<file path="config.mk">
export PLATFORM = sky130hd
export DESIGN_NAME = ssio_top
export DESIGN_NICKNAME = d
export VERILOG_FILES = /design/src/logic/ssio_pkg.sv /design/src/logic/ssio_link_if.sv /design/src/logic/ssio_sync.sv /design/src/logic/ssio_clkgen.sv /design/src/logic/ssio_top.sv
export VERILOG_INCLUDE_DIRS = /design/src /design/src/logic
export SDC_FILE = /design/constraint.sdc
export NUM_CORES = 1
export LEC_CHECK = 0
export BUFFER_PORTS_ARGS = -buffer_cell sky130_fd_sc_hd__buf_2
export CORE_UTILIZATION = 35
export CTS_CLUSTER_DIAMETER = 80
export DETAILED_ROUTE_END_ITERATION = 7
export GPL_ROUTABILITY_DRIVEN = 0
export GPL_TIMING_DRIVEN = 0
export PLACE_DENSITY = 0.68
export SLEW_MARGIN = 5
export SYNTH_ARGS = -nofsm -noshare
export SYNTH_HDL_FRONTEND = slang
export SYNTH_SLANG_ARGS = --single-unit
</file>
<file path="constraint.sdc">
create_clock -name aclk -period 1.65 [get_ports aclk]
set_input_delay 0.165 -clock aclk [delete_from_list [all_inputs] [get_ports aclk]]
set_output_delay 0.165 -clock aclk [all_outputs]
set_load 0.005 [all_outputs]
</file>
<file path="src/logic/ssio_defines.svh">
// Offsets, field positions, reset values and counts of the serial unit.
// Assumes an 8-bit AXI4-Lite byte address, one word per register.
`ifndef SSIO_DEFINES_SVH
`define SSIO_DEFINES_SVH
`define SSIO_ADDR_W 8
`define SSIO_OFF_CONTROL_ONE 8'h00
`define SSIO_OFF_DATA_BUFFER 8'h04
`define SSIO_OFF_STATUS 8'h08
`define SSIO_OFF_BAUD_ZERO 8'h0C
`define SSIO_CR1_START 7
`define SSIO_CR1_ABORT 6
`define SSIO_CR1_MODE_HI 5
`define SSIO_CR1_MODE_LO 4
`define SSIO_CR1_ONE 3
`define SSIO_CR1_RATE_HI 2
`define SSIO_CR2_MODE_HI 3
`define SSIO_CR2_MODE_LO 2
`define SSIO_CR2_MODE_RESET 2'h1
`define SSIO_SR_ACTIVE 3
`define SSIO_SR_SHIFT 2
`define SSIO_SR_ONES 8'hF3
`define SSIO_BR0_IDLE 6
`define SSIO_BR0_ONES 8'hBE
`define SSIO_MODE_TX 2'h0
`define SSIO_MODE_DUPLEX 2'h2
`define SSIO_MODE_RX 2'h3
`define SSIO_RATE_EXT 3'h7
`define SSIO_HALF_BASE 8'h02
`define SSIO_LAST_BIT 3'h7
`define SSIO_RESP_OKAY 2'h0
`define SSIO_RESP_SLVERR 2'h2
`endif

</file>
<file path="src/logic/ssio_pkg.sv">
// Types shared by the serial unit modules.
// Assumes nothing beyond a SystemVerilog compiler.
package ssio_pkg;
  typedef enum logic [1:0] {
    SSIO_IDLE,
    SSIO_WAIT,
    SSIO_SHIFT
  } ssio_state_t;
  typedef logic [2:0] ssio_rate_t;
endpackage : ssio_pkg

</file>
<file path="src/logic/ssio_link_if.sv">
// Carrier between the core, its pin synchroniser and its rate generator.
// Assumes all three modules run on aclk.
`timescale 1ns/100ps
interface ssio_link_if;
  logic sck_s;
  logic si_s;
  logic tick;
  logic run;
  ssio_pkg::ssio_rate_t rate;
  modport sync_side(output sck_s, output si_s);
  modport gen_side(input run, input rate, output tick);
  modport core(input sck_s, input si_s, input tick, output run, output rate);
endinterface : ssio_link_if

</file>
<file path="src/logic/ssio_sync.sv">
// Two-flop synchronisers for the clock pin and the data-in pin.
// Assumes both pins are asynchronous to aclk.
`timescale 1ns/100ps
module ssio_sync (
  // Clock and control
  input wire logic aclk,
  input wire logic aresetn,
  input wire logic ce,
  // Raw pins: bit 0 clock, bit 1 data in
  input wire logic [1:0] pins,
  // Synchronised levels
  ssio_link_if.sync_side lnk
);
  import ssio_pkg::*;
  logic [1:0] synced;
  genvar i;
  generate
    for (i = 0; i < 2; i++) begin : g_bit
      logic q1;
      logic q2;
      always_ff @(posedge aclk) begin
        if (!aresetn) begin
          q1 <= 1'b1;
          q2 <= 1'b1;
        end else if (ce) begin
          q1 <= pins[i];
          q2 <= q1;
        end
      end
      assign synced[i] = q2;
    end
  endgenerate
  assign lnk.sck_s = synced[0];
  assign lnk.si_s = synced[1];
endmodule : ssio_sync

</file>
<file path="src/logic/ssio_clkgen.sv">
// Serial clock rate generator: a tick every half period of the chosen rate.
// Assumes run drops whenever the clock must stand still.
`timescale 1ns/100ps
`include "ssio_defines.svh"
module ssio_clkgen (
  // Clock and control
  input wire logic aclk,
  input wire logic aresetn,
  input wire logic ce,
  // Rate select and tick
  ssio_link_if.gen_side lnk
);
  import ssio_pkg::*;
  logic [7:0] cnt;
  logic tick;
  wire [7:0] half = 8'(`SSIO_HALF_BASE << lnk.rate);
  wire at_end = (cnt >= half - 8'h01);
  always_ff @(posedge aclk) begin
    if (!aresetn) begin
      cnt <= 8'h00;
      tick <= 1'b0;
    end else if (ce) begin
      cnt <= (!lnk.run || at_end) ? 8'h00 : cnt + 8'h01;
      tick <= lnk.run && at_end;
    end
  end
  assign lnk.tick = tick;
endmodule : ssio_clkgen

</file>
<file path="src/logic/ssio_top.sv">
// Synchronous serial unit, 8-bit LSB-first frames, AXI4-Lite registers.
// Assumes aclk at 200 MHz; pins are asynchronous and are synchronised here.
// Contract
// - Status read and control two write share one address.
// - Status bit 3 shows a transfer in progress.
// - Status bit 2 shows the shift register shifting.
// - Baud bit 6 set keeps running in idle; clear halts.
// - Clock select 111 takes the serial clock from the pin.
// - Other clock selects give seven internal rates driven out.
// - Clock pin output goes high when a transfer begins.
// - Internal clock waits while the buffer is unserviced.
// - Transmit changes on falling edge, receive samples rising edge.
// - Start moves the transmit byte to the shifter, sent LSB first.
// - That move empties the buffer and raises the buffer interrupt; the code raises it in mode 00 only, not in duplex.
// - Internal transmit clock stops after 8 bits until buffer written.
// - Data out keeps the previous last bit until first falling edge.
// - Clearing start in transmit finishes the byte, then ends.
// - Abort bit stops at once and clears the active flag.
// - External transmit without stop or data sends a dummy, then stops.
// - Receive shifts LSB first; 8 bits go to buffer with interrupt.
// - Internal receive clock waits until the byte is read.
// - Clearing start in receive completes the byte, then ends.
// - Changing transfer mode discards buffer contents.
// - Mode 00 transmit, 01 reserved, 10 duplex, 11 receive.
// - Control one bit 7 starts with 1, stops with 0.
// - Buffer has separate write and read storage.
//
// Added by the designer: register access over AXI4-Lite and the placing of the registers.
`timescale 1ns/100ps
`include "ssio_defines.svh"
module ssio_top (
  // Clock, reset, enable
  input wire logic aclk,
  input wire logic aresetn,
  input wire logic ce,
  // AXI4-Lite write address
  input wire logic [`SSIO_ADDR_W-1:0] awaddr,
  input wire logic awvalid,
  output logic awready,
  // AXI4-Lite write data
  input wire logic [31:0] wdata,
  input wire logic [3:0] wstrb,
  input wire logic wvalid,
  output logic wready,
  // AXI4-Lite write response
  output logic [1:0] bresp,
  output logic bvalid,
  input wire logic bready,
  // AXI4-Lite read address
  input wire logic [`SSIO_ADDR_W-1:0] araddr,
  input wire logic arvalid,
  output logic arready,
  // AXI4-Lite read data
  output logic [31:0] rdata,
  output logic [1:0] rresp,
  output logic rvalid,
  input wire logic rready,
  // Low-power idle request
  input wire logic idle_req,
  // Serial pins
  input wire logic clock_pin_in,
  output logic clock_pin_out,
  output logic clock_pin_oe,
  output logic data_out,
  input wire logic data_in,
  // Buffer interrupt
  output logic buffer_irq
);
  import ssio_pkg::*;

  ssio_link_if lnk ();

  ssio_sync u_sync (
    .aclk(aclk),
    .aresetn(aresetn),
    .ce(ce),
    .pins({data_in, clock_pin_in}),
    .lnk(lnk.sync_side)
  );

  ssio_clkgen u_clkgen (
    .aclk(aclk),
    .aresetn(aresetn),
    .ce(ce),
    .lnk(lnk.gen_side)
  );

  // Control state
  logic start;
  logic abort;
  logic [1:0] mode;
  ssio_rate_t rate;
  logic [1:0] iface_mode;
  logic idle_run;
  logic baud_bit0;
  // Data path state
  logic [7:0] tx_buf;
  logic tx_full;
  logic [7:0] rx_buf;
  logic rx_full;
  logic [7:0] shreg;
  logic [7:0] rxsh;
  logic [2:0] bitcnt;
  logic dummy;
  logic sck_prev;
  ssio_state_t state;
  ssio_state_t next_state;
  // Bus holding registers
  logic [`SSIO_ADDR_W-1:0] waddr_q;
  logic [7:0] wdata_q;
  logic wstrb0_q;
  logic [`SSIO_ADDR_W-1:0] raddr_q;

  // Bus decode
  wire wr_do = !awready && !wready && !bvalid;
  wire rd_do = !arready && !rvalid;
  wire w_cr1 = (waddr_q == `SSIO_OFF_CONTROL_ONE);
  wire w_data = (waddr_q == `SSIO_OFF_DATA_BUFFER);
  wire w_cr2 = (waddr_q == `SSIO_OFF_STATUS);
  wire w_br0 = (waddr_q == `SSIO_OFF_BAUD_ZERO);
  wire w_hit = w_cr1 || w_data || w_cr2 || w_br0;
  wire wr_lane = wr_do && wstrb0_q;
  wire cr1_wr = wr_lane && w_cr1;
  wire data_wr = wr_lane && w_data;
  wire cr2_wr = wr_lane && w_cr2;
  wire br0_wr = wr_lane && w_br0;
  wire r_cr1 = (raddr_q == `SSIO_OFF_CONTROL_ONE);
  wire r_data = (raddr_q == `SSIO_OFF_DATA_BUFFER);
  wire r_sr = (raddr_q == `SSIO_OFF_STATUS);
  wire r_br0 = (raddr_q == `SSIO_OFF_BAUD_ZERO);
  wire r_hit = r_cr1 || r_data || r_sr || r_br0;
  wire data_rd = rd_do && r_data;

  wire start_wr = cr1_wr && wdata_q[`SSIO_CR1_START] && !wdata_q[`SSIO_CR1_ABORT];
  wire abort_wr = cr1_wr && wdata_q[`SSIO_CR1_ABORT];
  wire [1:0] new_mode = wdata_q[`SSIO_CR1_MODE_HI:`SSIO_CR1_MODE_LO];
  wire mode_chg = cr1_wr && (new_mode != mode);

  wire tx_en = (mode == `SSIO_MODE_TX) || (mode == `SSIO_MODE_DUPLEX);
  wire rx_en = (mode == `SSIO_MODE_RX) || (mode == `SSIO_MODE_DUPLEX);
  wire ext = (rate == `SSIO_RATE_EXT);
  wire halted = idle_req && !idle_run;
  wire in_shift = (state == SSIO_SHIFT) && !halted;

  wire int_fall = lnk.tick && clock_pin_out;
  wire int_rise = lnk.tick && !clock_pin_out;
  wire ext_fall = sck_prev && !lnk.sck_s;
  wire ext_rise = !sck_prev && lnk.sck_s;
  wire fall = in_shift && (ext ? ext_fall : int_fall);
  wire rise = in_shift && (ext ? ext_rise : int_rise);
  wire byte_done = rise && (bitcnt == `SSIO_LAST_BIT);

  wire tx_ok = !tx_en || tx_full || ext;
  wire rx_ok = !rx_en || !rx_full || ext;
  wire load = (state == SSIO_WAIT) && start && tx_ok && rx_ok && !halted;
  wire dummy_go = byte_done && start && !dummy && ext && tx_en && !tx_full;

  // internal clock runs only while shifting
  assign lnk.run = in_shift && !ext;
  assign lnk.rate = rate;

  always_comb begin
    next_state = state;
    if (abort_wr) begin
      next_state = SSIO_IDLE;
    end else begin
      case (state)
        SSIO_IDLE: begin
          if (start_wr) begin
            next_state = SSIO_WAIT;
          end
        end
        SSIO_WAIT: begin
          if (!start) begin
            next_state = SSIO_IDLE;
          end else if (load) begin
            next_state = SSIO_SHIFT;
          end
        end
        SSIO_SHIFT: begin
          if (byte_done) begin
            if (!start || dummy) begin
              next_state = SSIO_IDLE;
            end else if (dummy_go) begin
              next_state = SSIO_SHIFT;
            end else begin
              next_state = SSIO_WAIT;
            end
          end
        end
        default: next_state = SSIO_IDLE;
      endcase
    end
  end

  always_ff @(posedge aclk) begin
    if (!aresetn) begin
      state <= SSIO_IDLE;
    end else if (ce) begin
      state <= next_state;
    end
  end

  // Control one fields
  always_ff @(posedge aclk) begin
    if (!aresetn) begin
      start <= 1'b0;
      abort <= 1'b0;
      mode <= `SSIO_MODE_TX;
      rate <= 3'h0;
    end else if (ce && cr1_wr) begin
      start <= wdata_q[`SSIO_CR1_START];
      abort <= wdata_q[`SSIO_CR1_ABORT];
      mode <= new_mode;
      rate <= wdata_q[`SSIO_CR1_RATE_HI:0];
    end
  end

  // Control two and baud zero
  always_ff @(posedge aclk) begin
    if (!aresetn) begin
      iface_mode <= `SSIO_CR2_MODE_RESET;
      idle_run <= 1'b0;
      baud_bit0 <= 1'b0;
    end else if (ce) begin
      if (cr2_wr) begin
        iface_mode <= wdata_q[`SSIO_CR2_MODE_HI:`SSIO_CR2_MODE_LO];
      end
      if (br0_wr) begin
        idle_run <= wdata_q[`SSIO_BR0_IDLE];
        baud_bit0 <= wdata_q[0];
      end
    end
  end

  always_ff @(posedge aclk) begin
    if (!aresetn) begin
      tx_buf <= 8'h00;
      tx_full <= 1'b0;
    end else if (ce) begin
      if (data_wr) begin
        tx_buf <= wdata_q;
      end
      // Set wins over the load that empties it
      if (data_wr) begin
        tx_full <= 1'b1;
      end else if (mode_chg || (load && tx_en)) begin
        tx_full <= 1'b0;
      end
    end
  end

  always_ff @(posedge aclk) begin
    if (!aresetn) begin
      rx_buf <= 8'h00;
      rx_full <= 1'b0;
    end else if (ce) begin
      if (mode_chg) begin
        rx_buf <= 8'h00;
      end else if (byte_done && rx_en) begin
        rx_buf <= {lnk.si_s, rxsh[7:1]};
      end
      if (byte_done && rx_en) begin
        rx_full <= 1'b1;
      end else if (data_rd || mode_chg) begin
        rx_full <= 1'b0;
      end
    end
  end

  // Shifters and bit counter
  always_ff @(posedge aclk) begin
    if (!aresetn) begin
      shreg <= 8'h00;
      rxsh <= 8'h00;
      bitcnt <= 3'h0;
    end else if (ce) begin
      if (load) begin
        if (tx_en) begin
          shreg <= tx_buf;
        end
        bitcnt <= 3'h0;
      end else if (rise) begin
        rxsh <= {lnk.si_s, rxsh[7:1]};
        bitcnt <= bitcnt + 3'h1;
      end
    end
  end

  // Serial clock, data out and pin drive
  always_ff @(posedge aclk) begin
    if (!aresetn) begin
      clock_pin_out <= 1'b1;
      clock_pin_oe <= 1'b0;
      data_out <= 1'b1;
      sck_prev <= 1'b1;
    end else if (ce) begin
      sck_prev <= lnk.sck_s;
      clock_pin_oe <= !ext;
      if (start_wr || state != SSIO_SHIFT) begin
        clock_pin_out <= 1'b1;
      end else if (int_fall || int_rise) begin
        clock_pin_out <= !clock_pin_out;
      end
      // bit out on falling edge only
      if (fall && tx_en) begin
        data_out <= shreg[bitcnt];
      end
    end
  end

  // Dummy flag and buffer interrupt
  always_ff @(posedge aclk) begin
    if (!aresetn) begin
      dummy <= 1'b0;
      buffer_irq <= 1'b0;
    end else if (ce) begin
      if (state == SSIO_IDLE) begin
        dummy <= 1'b0;
      end else if (dummy_go) begin
        dummy <= 1'b1;
      end
      buffer_irq <= (load && mode == `SSIO_MODE_TX) || (byte_done && rx_en);
    end
  end

  // AXI4-Lite write channel
  always_ff @(posedge aclk) begin
    if (!aresetn) begin
      awready <= 1'b1;
      wready <= 1'b1;
      bvalid <= 1'b0;
      bresp <= `SSIO_RESP_OKAY;
      waddr_q <= '0;
      wdata_q <= 8'h00;
      wstrb0_q <= 1'b0;
    end else if (ce) begin
      if (awvalid && awready) begin
        awready <= 1'b0;
        waddr_q <= awaddr;
      end
      if (wvalid && wready) begin
        wready <= 1'b0;
        wdata_q <= wdata[7:0];
        wstrb0_q <= wstrb[0];
      end
      if (wr_do) begin
        bvalid <= 1'b1;
        bresp <= w_hit ? `SSIO_RESP_OKAY : `SSIO_RESP_SLVERR;
      end else if (bvalid && bready) begin
        bvalid <= 1'b0;
        awready <= 1'b1;
        wready <= 1'b1;
      end
    end
  end

  wire [7:0] cr1_rd = {start, abort, mode, 1'b1, rate};
  wire [7:0] sr_rd = `SSIO_SR_ONES
    | (8'((state != SSIO_IDLE)) << `SSIO_SR_ACTIVE)
    | (8'((state == SSIO_SHIFT)) << `SSIO_SR_SHIFT);
  wire [7:0] br0_rd = `SSIO_BR0_ONES | (8'(idle_run) << `SSIO_BR0_IDLE) | 8'(baud_bit0);
  wire [7:0] rd_byte = r_cr1 ? cr1_rd : r_data ? rx_buf : r_sr ? sr_rd : r_br0 ? br0_rd : 8'h00;

  // AXI4-Lite read channel
  always_ff @(posedge aclk) begin
    if (!aresetn) begin
      arready <= 1'b1;
      rvalid <= 1'b0;
      rdata <= 32'h00000000;
      rresp <= `SSIO_RESP_OKAY;
      raddr_q <= '0;
    end else if (ce) begin
      if (arvalid && arready) begin
        arready <= 1'b0;
        raddr_q <= araddr;
      end
      if (rd_do) begin
        rvalid <= 1'b1;
        rdata <= {24'h000000, rd_byte};
        rresp <= r_hit ? `SSIO_RESP_OKAY : `SSIO_RESP_SLVERR;
      end else if (rvalid && rready) begin
        rvalid <= 1'b0;
        arready <= 1'b1;
      end
    end
  end

endmodule : ssio_top

</file>
=== Yosys cells after proc, flatten, opt, wreduce, memory -nomap -nowiden ===
Cells that the tools add are included.

* Flip-flop bits (word level): 109
* Word-level logic and storage cells: 220
* Output and inout bits: 45
* Input bits: 63

* Add/subtract/negate cells: 3
* Mux-type cells: 44
* Equal/unequal tests: 17
* Reduce and logical (&&, ||, !) cells: 112
* Bitwise operators: 3
* Order comparisons: 2
* Shift operators: 1

{| class="wikitable"
|+ Operator list
! kind !! number
|-
| 8-bit 2-to-1 mux || 7
|-
| 1-bit logical AND || 42
|-
| 8-bit by 4-bit == test with 1-bit output (second input constant) || 4
|-
| 2-bit AND reduction || 16
|-
| 1-bit 2-to-1 mux || 24
|-
| 1-bit logical NOT || 19
|-
| 1-bit logical OR || 19
|-
| 2-bit 2-to-1 mux || 9
|-
| 2-bit nonzero test || 9
|-
| 8-bit by 3-bit == test with 1-bit output (second input constant) || 2
|-
| 8-bit logical NOT || 2
|-
| 8-bit by 1-bit adder with 8-bit output (second input constant) || 1
|-
| 8-bit >= comparator || 1
|-
| 8-bit by 1-bit OR with 8-bit output || 1
|-
| 8-bit by 3-bit OR with 8-bit output || 1
|-
| 2-bit by 3-bit << shifter with 8-bit output (first input constant) || 1
|-
| 8-bit by 1-bit subtractor with 8-bit output (second input constant) || 1
|-
| 2-bit == test (second input constant) || 3
|-
| 3-bit == test (second input constant) || 2
|-
| 3-bit 2-to-1 mux || 2
|-
| 3-bit inequality test (second input constant) || 2
|-
| 2-bit case mux with 3 select lines || 1
|-
| 3-bit AND reduction || 2
|-
| 2-bit logical NOT || 2
|-
| 9 further kinds || 9
|}

=== Longest topological paths before layout ===
* Depth after elaboration: 16
* Depth in mapped cells: 9
* Depth with buffers taken out: 7

=== Modules after synthesis ===
A second synthesis with hierarchy kept.

* Cell total of the unflattened synthesis: 554
* Area total of the unflattened synthesis: 4,921.0 sq um

{| class="wikitable"
|+ By module, submodules not included
! module !! instances !! seq. area each (sq um) !! cells each !! area an instance (sq um)
|-
| ssio_top || 1 || 1,861.8 || 464 || 4,166.5
|-
| ssio_clkgen || 1 || 180.2 || 77 || 614.3
|-
| ssio_sync || 1 || 80.1 || 13 || 140.1
|}

=== Worst setup path before layout ===
OpenSTA, ideal clock, no wires.

* Path kind: register to register
* Start point: reg rate[2] (netlist: lnk.rate[2])
* End point: reg u_clkgen.cnt[2]
* Required time: 1,564 ps
* Library setup time: 86 ps
* Setup slack: -154 ps
* Stages on the path, launching flop included: 9
* Path buffers: 1
* Data arrival time: 1,718 ps
* Period minus slack after synthesis: 1,804 ps
* Cell sequence: dfxtp_1 -> buf_6 -> o21ai_0 -> ha_1 -> a21o_1 -> a21o_1 -> a21oi_1 -> o211ai_1 -> a211oi_1

* Word-level cells in the longest chain between the ends: 6
* Elaborated cells on any way between the ends: 9
* Those cells by class: 1 x add/sub; 1 x order compare; 1 x eq/ne; 1 x shift; 1 x mux; 4 x reduce/logical

{| class="wikitable"
|+ Ends and longest elaborated chain
! element !! RTL line !! source
|-
| start: declaration || ssio_top.sv:92 || <nowiki>ssio_rate_t rate;</nowiki>
|-
| start signal: assignment || ssio_top.sv:215 || <nowiki>rate <= wdata_q[`SSIO_CR1_RATE_HI:0];</nowiki>
|-
| parallel branches: the longest is 4 deep, another holds 8-bit by 1-bit subtractor with 8-bit output || - ||
|-
| 1-bit logical OR * || ssio_clkgen.sv:23 || <nowiki>cnt <= (!lnk.run || at_end) ? 8'h00 : cnt + 8'h01;</nowiki>
|-
| 8-bit 2-to-1 mux * || ssio_clkgen.sv:23 ||
|-
| end signal: assignment || ssio_clkgen.sv:23 ||
|-
| end: declaration || ssio_clkgen.sv:14 || <nowiki>logic [7:0] cnt;</nowiki>
|}

Every way passes the cells marked *.
A chain may end at the register's enable or synchronous reset.

=== Final worst setup path ===
* Start point: reg rate[2] (netlist: lnk.rate[2])
* End point: reg u_clkgen.cnt[6]

Same word-level chain as after synthesis.

==> flow_summary.yaml <==
route:
  first_pass_iters: 5
  drc_errors: 0
  ant_nets: 0
  first_iter_violations: 284
  vias_per_cell: 5.282
  route.vias.total: 4331
  wl_um: 13320
  wire_per_inst_um: 16.24
timing:
  rsz0062_at_grt: "true"
  final-hold-violation-count: 0
  finalCritPeriodShare_pct: 113.4
  max_freq_ghz: 0.5346
  whs_ps: 28.39
  worst_slew_pin_slew_ps: 742.8
  setup_slack_ps: -220.6
  setup_viol: 43
  slew_headroom_pct: 50.48
  slew_violations: 0
  skew_ps: 7.251
  period_needed_ps: 1871
clock_network:
  cts_buffer_depth: 2
  cts_max_level: 3
  path_clk_slew_ps: 70
  cts-root-buf: "clkbuf_16"
  cts_made_buffers: 9
  clk_latency_ps: 360
  clkSinkCount: 106
  postCtsHoldBufs: 0
  cts_tree: "done"
pwr:
  power.density_nw_per_um2: 833.1
  peakVddDrop_uv: 381.0
  leakagePower_uw: 0.002598
global_routing:
  grt_pass1_wl_um: 20760
  overflow: 0
  grt_pass1_vias: 4198
  grt_max_degree: 19
  antenna_found_initial: 0
  grt_usage_pct: 18.57
yosys:
  syn_inst: 527
  async_reset_ff_share_pct: 0
  netlist_area_um2: 4850
  ys_seq_elements: 106
  synth_edf_count: 0
  synth_cell_types: 59
  synth_top_flop_cell: "dfxtp_1"
  syn_area_per_cell_um2: 9.202
  synth_warnings: 0
  ys_seq_area_share_pct: 43.76
layout:
  final_nets: 712
  drive_above_1_share_pct: 32.76
  syn_to_final_growth_pct: 30.47
  fin_cells: 820
  num_antenna_cells: 0
outcome:
  violations: "negative setup slack"
  status: "finished with violations"
die:
  start_util_pct: 36.19
  fp.coreArea_um2: 13400
  placementRows: 42
  die_y_um: 119.7
  die_area_um2: 14330
  num_io_pins: 108
  die-width_um: 119.7
worst_setup_path:
  crit_fanout: 5
  required_ps: 1920
  criticalPathCategory: "reg -> reg"
  start_kind: "flip-flop"
  endpoint_kind: "flip-flop"
  worstPathArrival_ps: 2140
placed_design:
  hpwl_um: 9089
  dp_cells: 782
  io_buffers: 54
min_path:
  hold_path.class: "in -> reg"
run:
  maxCapViolations: 0
## worst paths after layout
check                      startpoint                               to  slack, ps  depth (start not counted)
max reg2reg  lnk.rate[2]$_SDFFE_PN0P_     u_clkgen.cnt[6]$_SDFFE_PN0P_       -220                          8
min                      clock_pin_in  u_sync.g_bit[0].q1$_SDFFE_PN1P_         30                          3
max          lnk.rate[2]$_SDFFE_PN0P_     u_clkgen.cnt[6]$_SDFFE_PN0P_       -220                          8
min reg2reg     wstrb0_q$_SDFFE_PN0P_            wstrb0_q$_SDFFE_PN0P_        470                          2
## report_power, final
| part | leakage (µW) | internal (µW) | total, µW | switching [µW] |
|---|---|---|---|---|
| clock network | 0.000153 | 1190 | 2190 | 993 |
| logic | 0.00158 | 184 | 442 | 258 |
| registers | 0.000865 | 2600 | 2640 | 48.5 |
| total | 0.00260 | 3970 | 5270 | 1300 |
## sequential cells by signal (all words and copies together) (netlist names), 2 cells and up
signal	count
raddr_q	8
shreg	8
mode	2
rdata	8
u_clkgen.cnt	8
waddr_q	8
tx_buf	8
rxsh	7
bitcnt	3
u_sync.g_bit.q1	2
lnk.rate	3
wdata_q	8
rx_buf	8
state	2
## critical path, cell delays in order (launching register included)
cell and delay [ps]:
dfxtp_4 410, o21ai_2 70, ha_1 310, a21o_1 160, a21o_1 180, a21oi_2 160, o211ai_1 130, buf_4 190
a211oi_2 180
## per-layer routing
layer  share of wire, %  track usage [%]  routed length (µm)  up-vias
li1                   -                -                   -     2043
met1                 43            22.13                5675     2060
met2                 48            31.21                6394      179
met3                4.7            3.279                 627       49
met4                4.7            10.94                 622        0
met5                  0                0                   0        -
## per-stage QoR
step                TNS [ps]  power, µW  worst slack (ps)  util, %  area, µm²
finish                 -3645       5271            -220.6    47.22       6327
global route           -6674       5460            -304.6    47.22       6327
CTS                    -3611       5268            -252.7    45.53       6101
detailed placement    -28810       3092            -557.0    40.85       5474
global placement      -24790       3081            -490.9    40.85       5474
floorplan              -1124       2945            -116.9        -       4984
## cells in the final DEF, fill, tap and decap left out, types with 4 or more instances in the layout
cell type,instances
dfxtp_1,95
nor2_1,68
mux2i_1,56
buf_2,56
nand2_1,48
buf_4,48
a21oi_1,27
conb_1,26
clkbuf_1,14
a32o_1,9
nor3_1,9
nand3_1,9
clkbuf_16,9
buf_6,8
ha_1,8
a211oi_2,7
o21ai_2,6
inv_1,6
a21o_1,6
dfxtp_4,6
nand4_1,5
nand2_2,5
xor2_1,5
dfxtp_2,5
and3_4,4
clkbuf_2,4
a21oi_2,4
a211oi_1,4
## cell families after synthesis
| kind of cell | after synthesis | synth area share (%) |
|---|---|---|
| and+or+nand+nor | 188 | 18.37 |
| DFF | 106 | 43.76 |
| AOI/OAI and AO/OA | 87 | 12.36 |
| buffers and inverters | 65 | 7.817 |
| muxes | 62 | 13.60 |
| adders and majority gates | 10 | 2.580 |
| xor gates and xnor gates | 8 | 1.445 |
| other | 1 | 0.07733 |
## final cells by class
class	instances	area [µm²]
Buffer	54	356.6
Clock buffer	9	225.2
Clock inverter	7	76.32
Fill cell	1203	7073
Inverter	7	33.78
Multi-Input combinational cell	381	2784
Sequential cell	106	2151
Tap cell	176	220.2
Timing Repair Buffer	80	480.5
## cell usage after synthesis (3+ instances only)
library cell | count | area (µm²)
a2111oi_0 | 4 | 35.03
a211oi_1 | 11 | 82.58
nor2_1 | 69 | 259.0
dfxtp_1 | 106 | 2122
nand4_1 | 5 | 31.28
nor4_1 | 5 | 31.28
o21ai_0 | 9 | 45.04
ha_1 | 10 | 125.1
mux2i_1 | 58 | 580.6
xor2_1 | 5 | 43.79
buf_6 | 3 | 33.78
a21oi_1 | 31 | 155.2
nand3_1 | 12 | 60.06
nor4b_1 | 4 | 35.03
and2b_1 | 3 | 22.52
nor2b_1 | 3 | 18.77
a32o_1 | 9 | 90.09
clkbuf_1 | 23 | 86.33
nand2b_1 | 4 | 25.02
nor3_1 | 11 | 55.05
and3_1 | 5 | 31.28
buf_4 | 28 | 210.2
nand2_1 | 53 | 198.9
a21o_1 | 6 | 45.04
xnor2_1 | 3 | 26.28
inv_1 | 6 | 22.52
## timing repair
| item | in CTS | in global routing |
|---|---|---|
| pin swaps | 22 | 26 |
| gates cloned | 0 | 2 |
| hold endpoints to repair | 0 | 0 |
| setup buffers | 19 | 5 |
| gates resized for setup | 59 | 57 |
| endpoints found under the setup margin | 74 | 90 |
(Power assumes the default switching activity.)
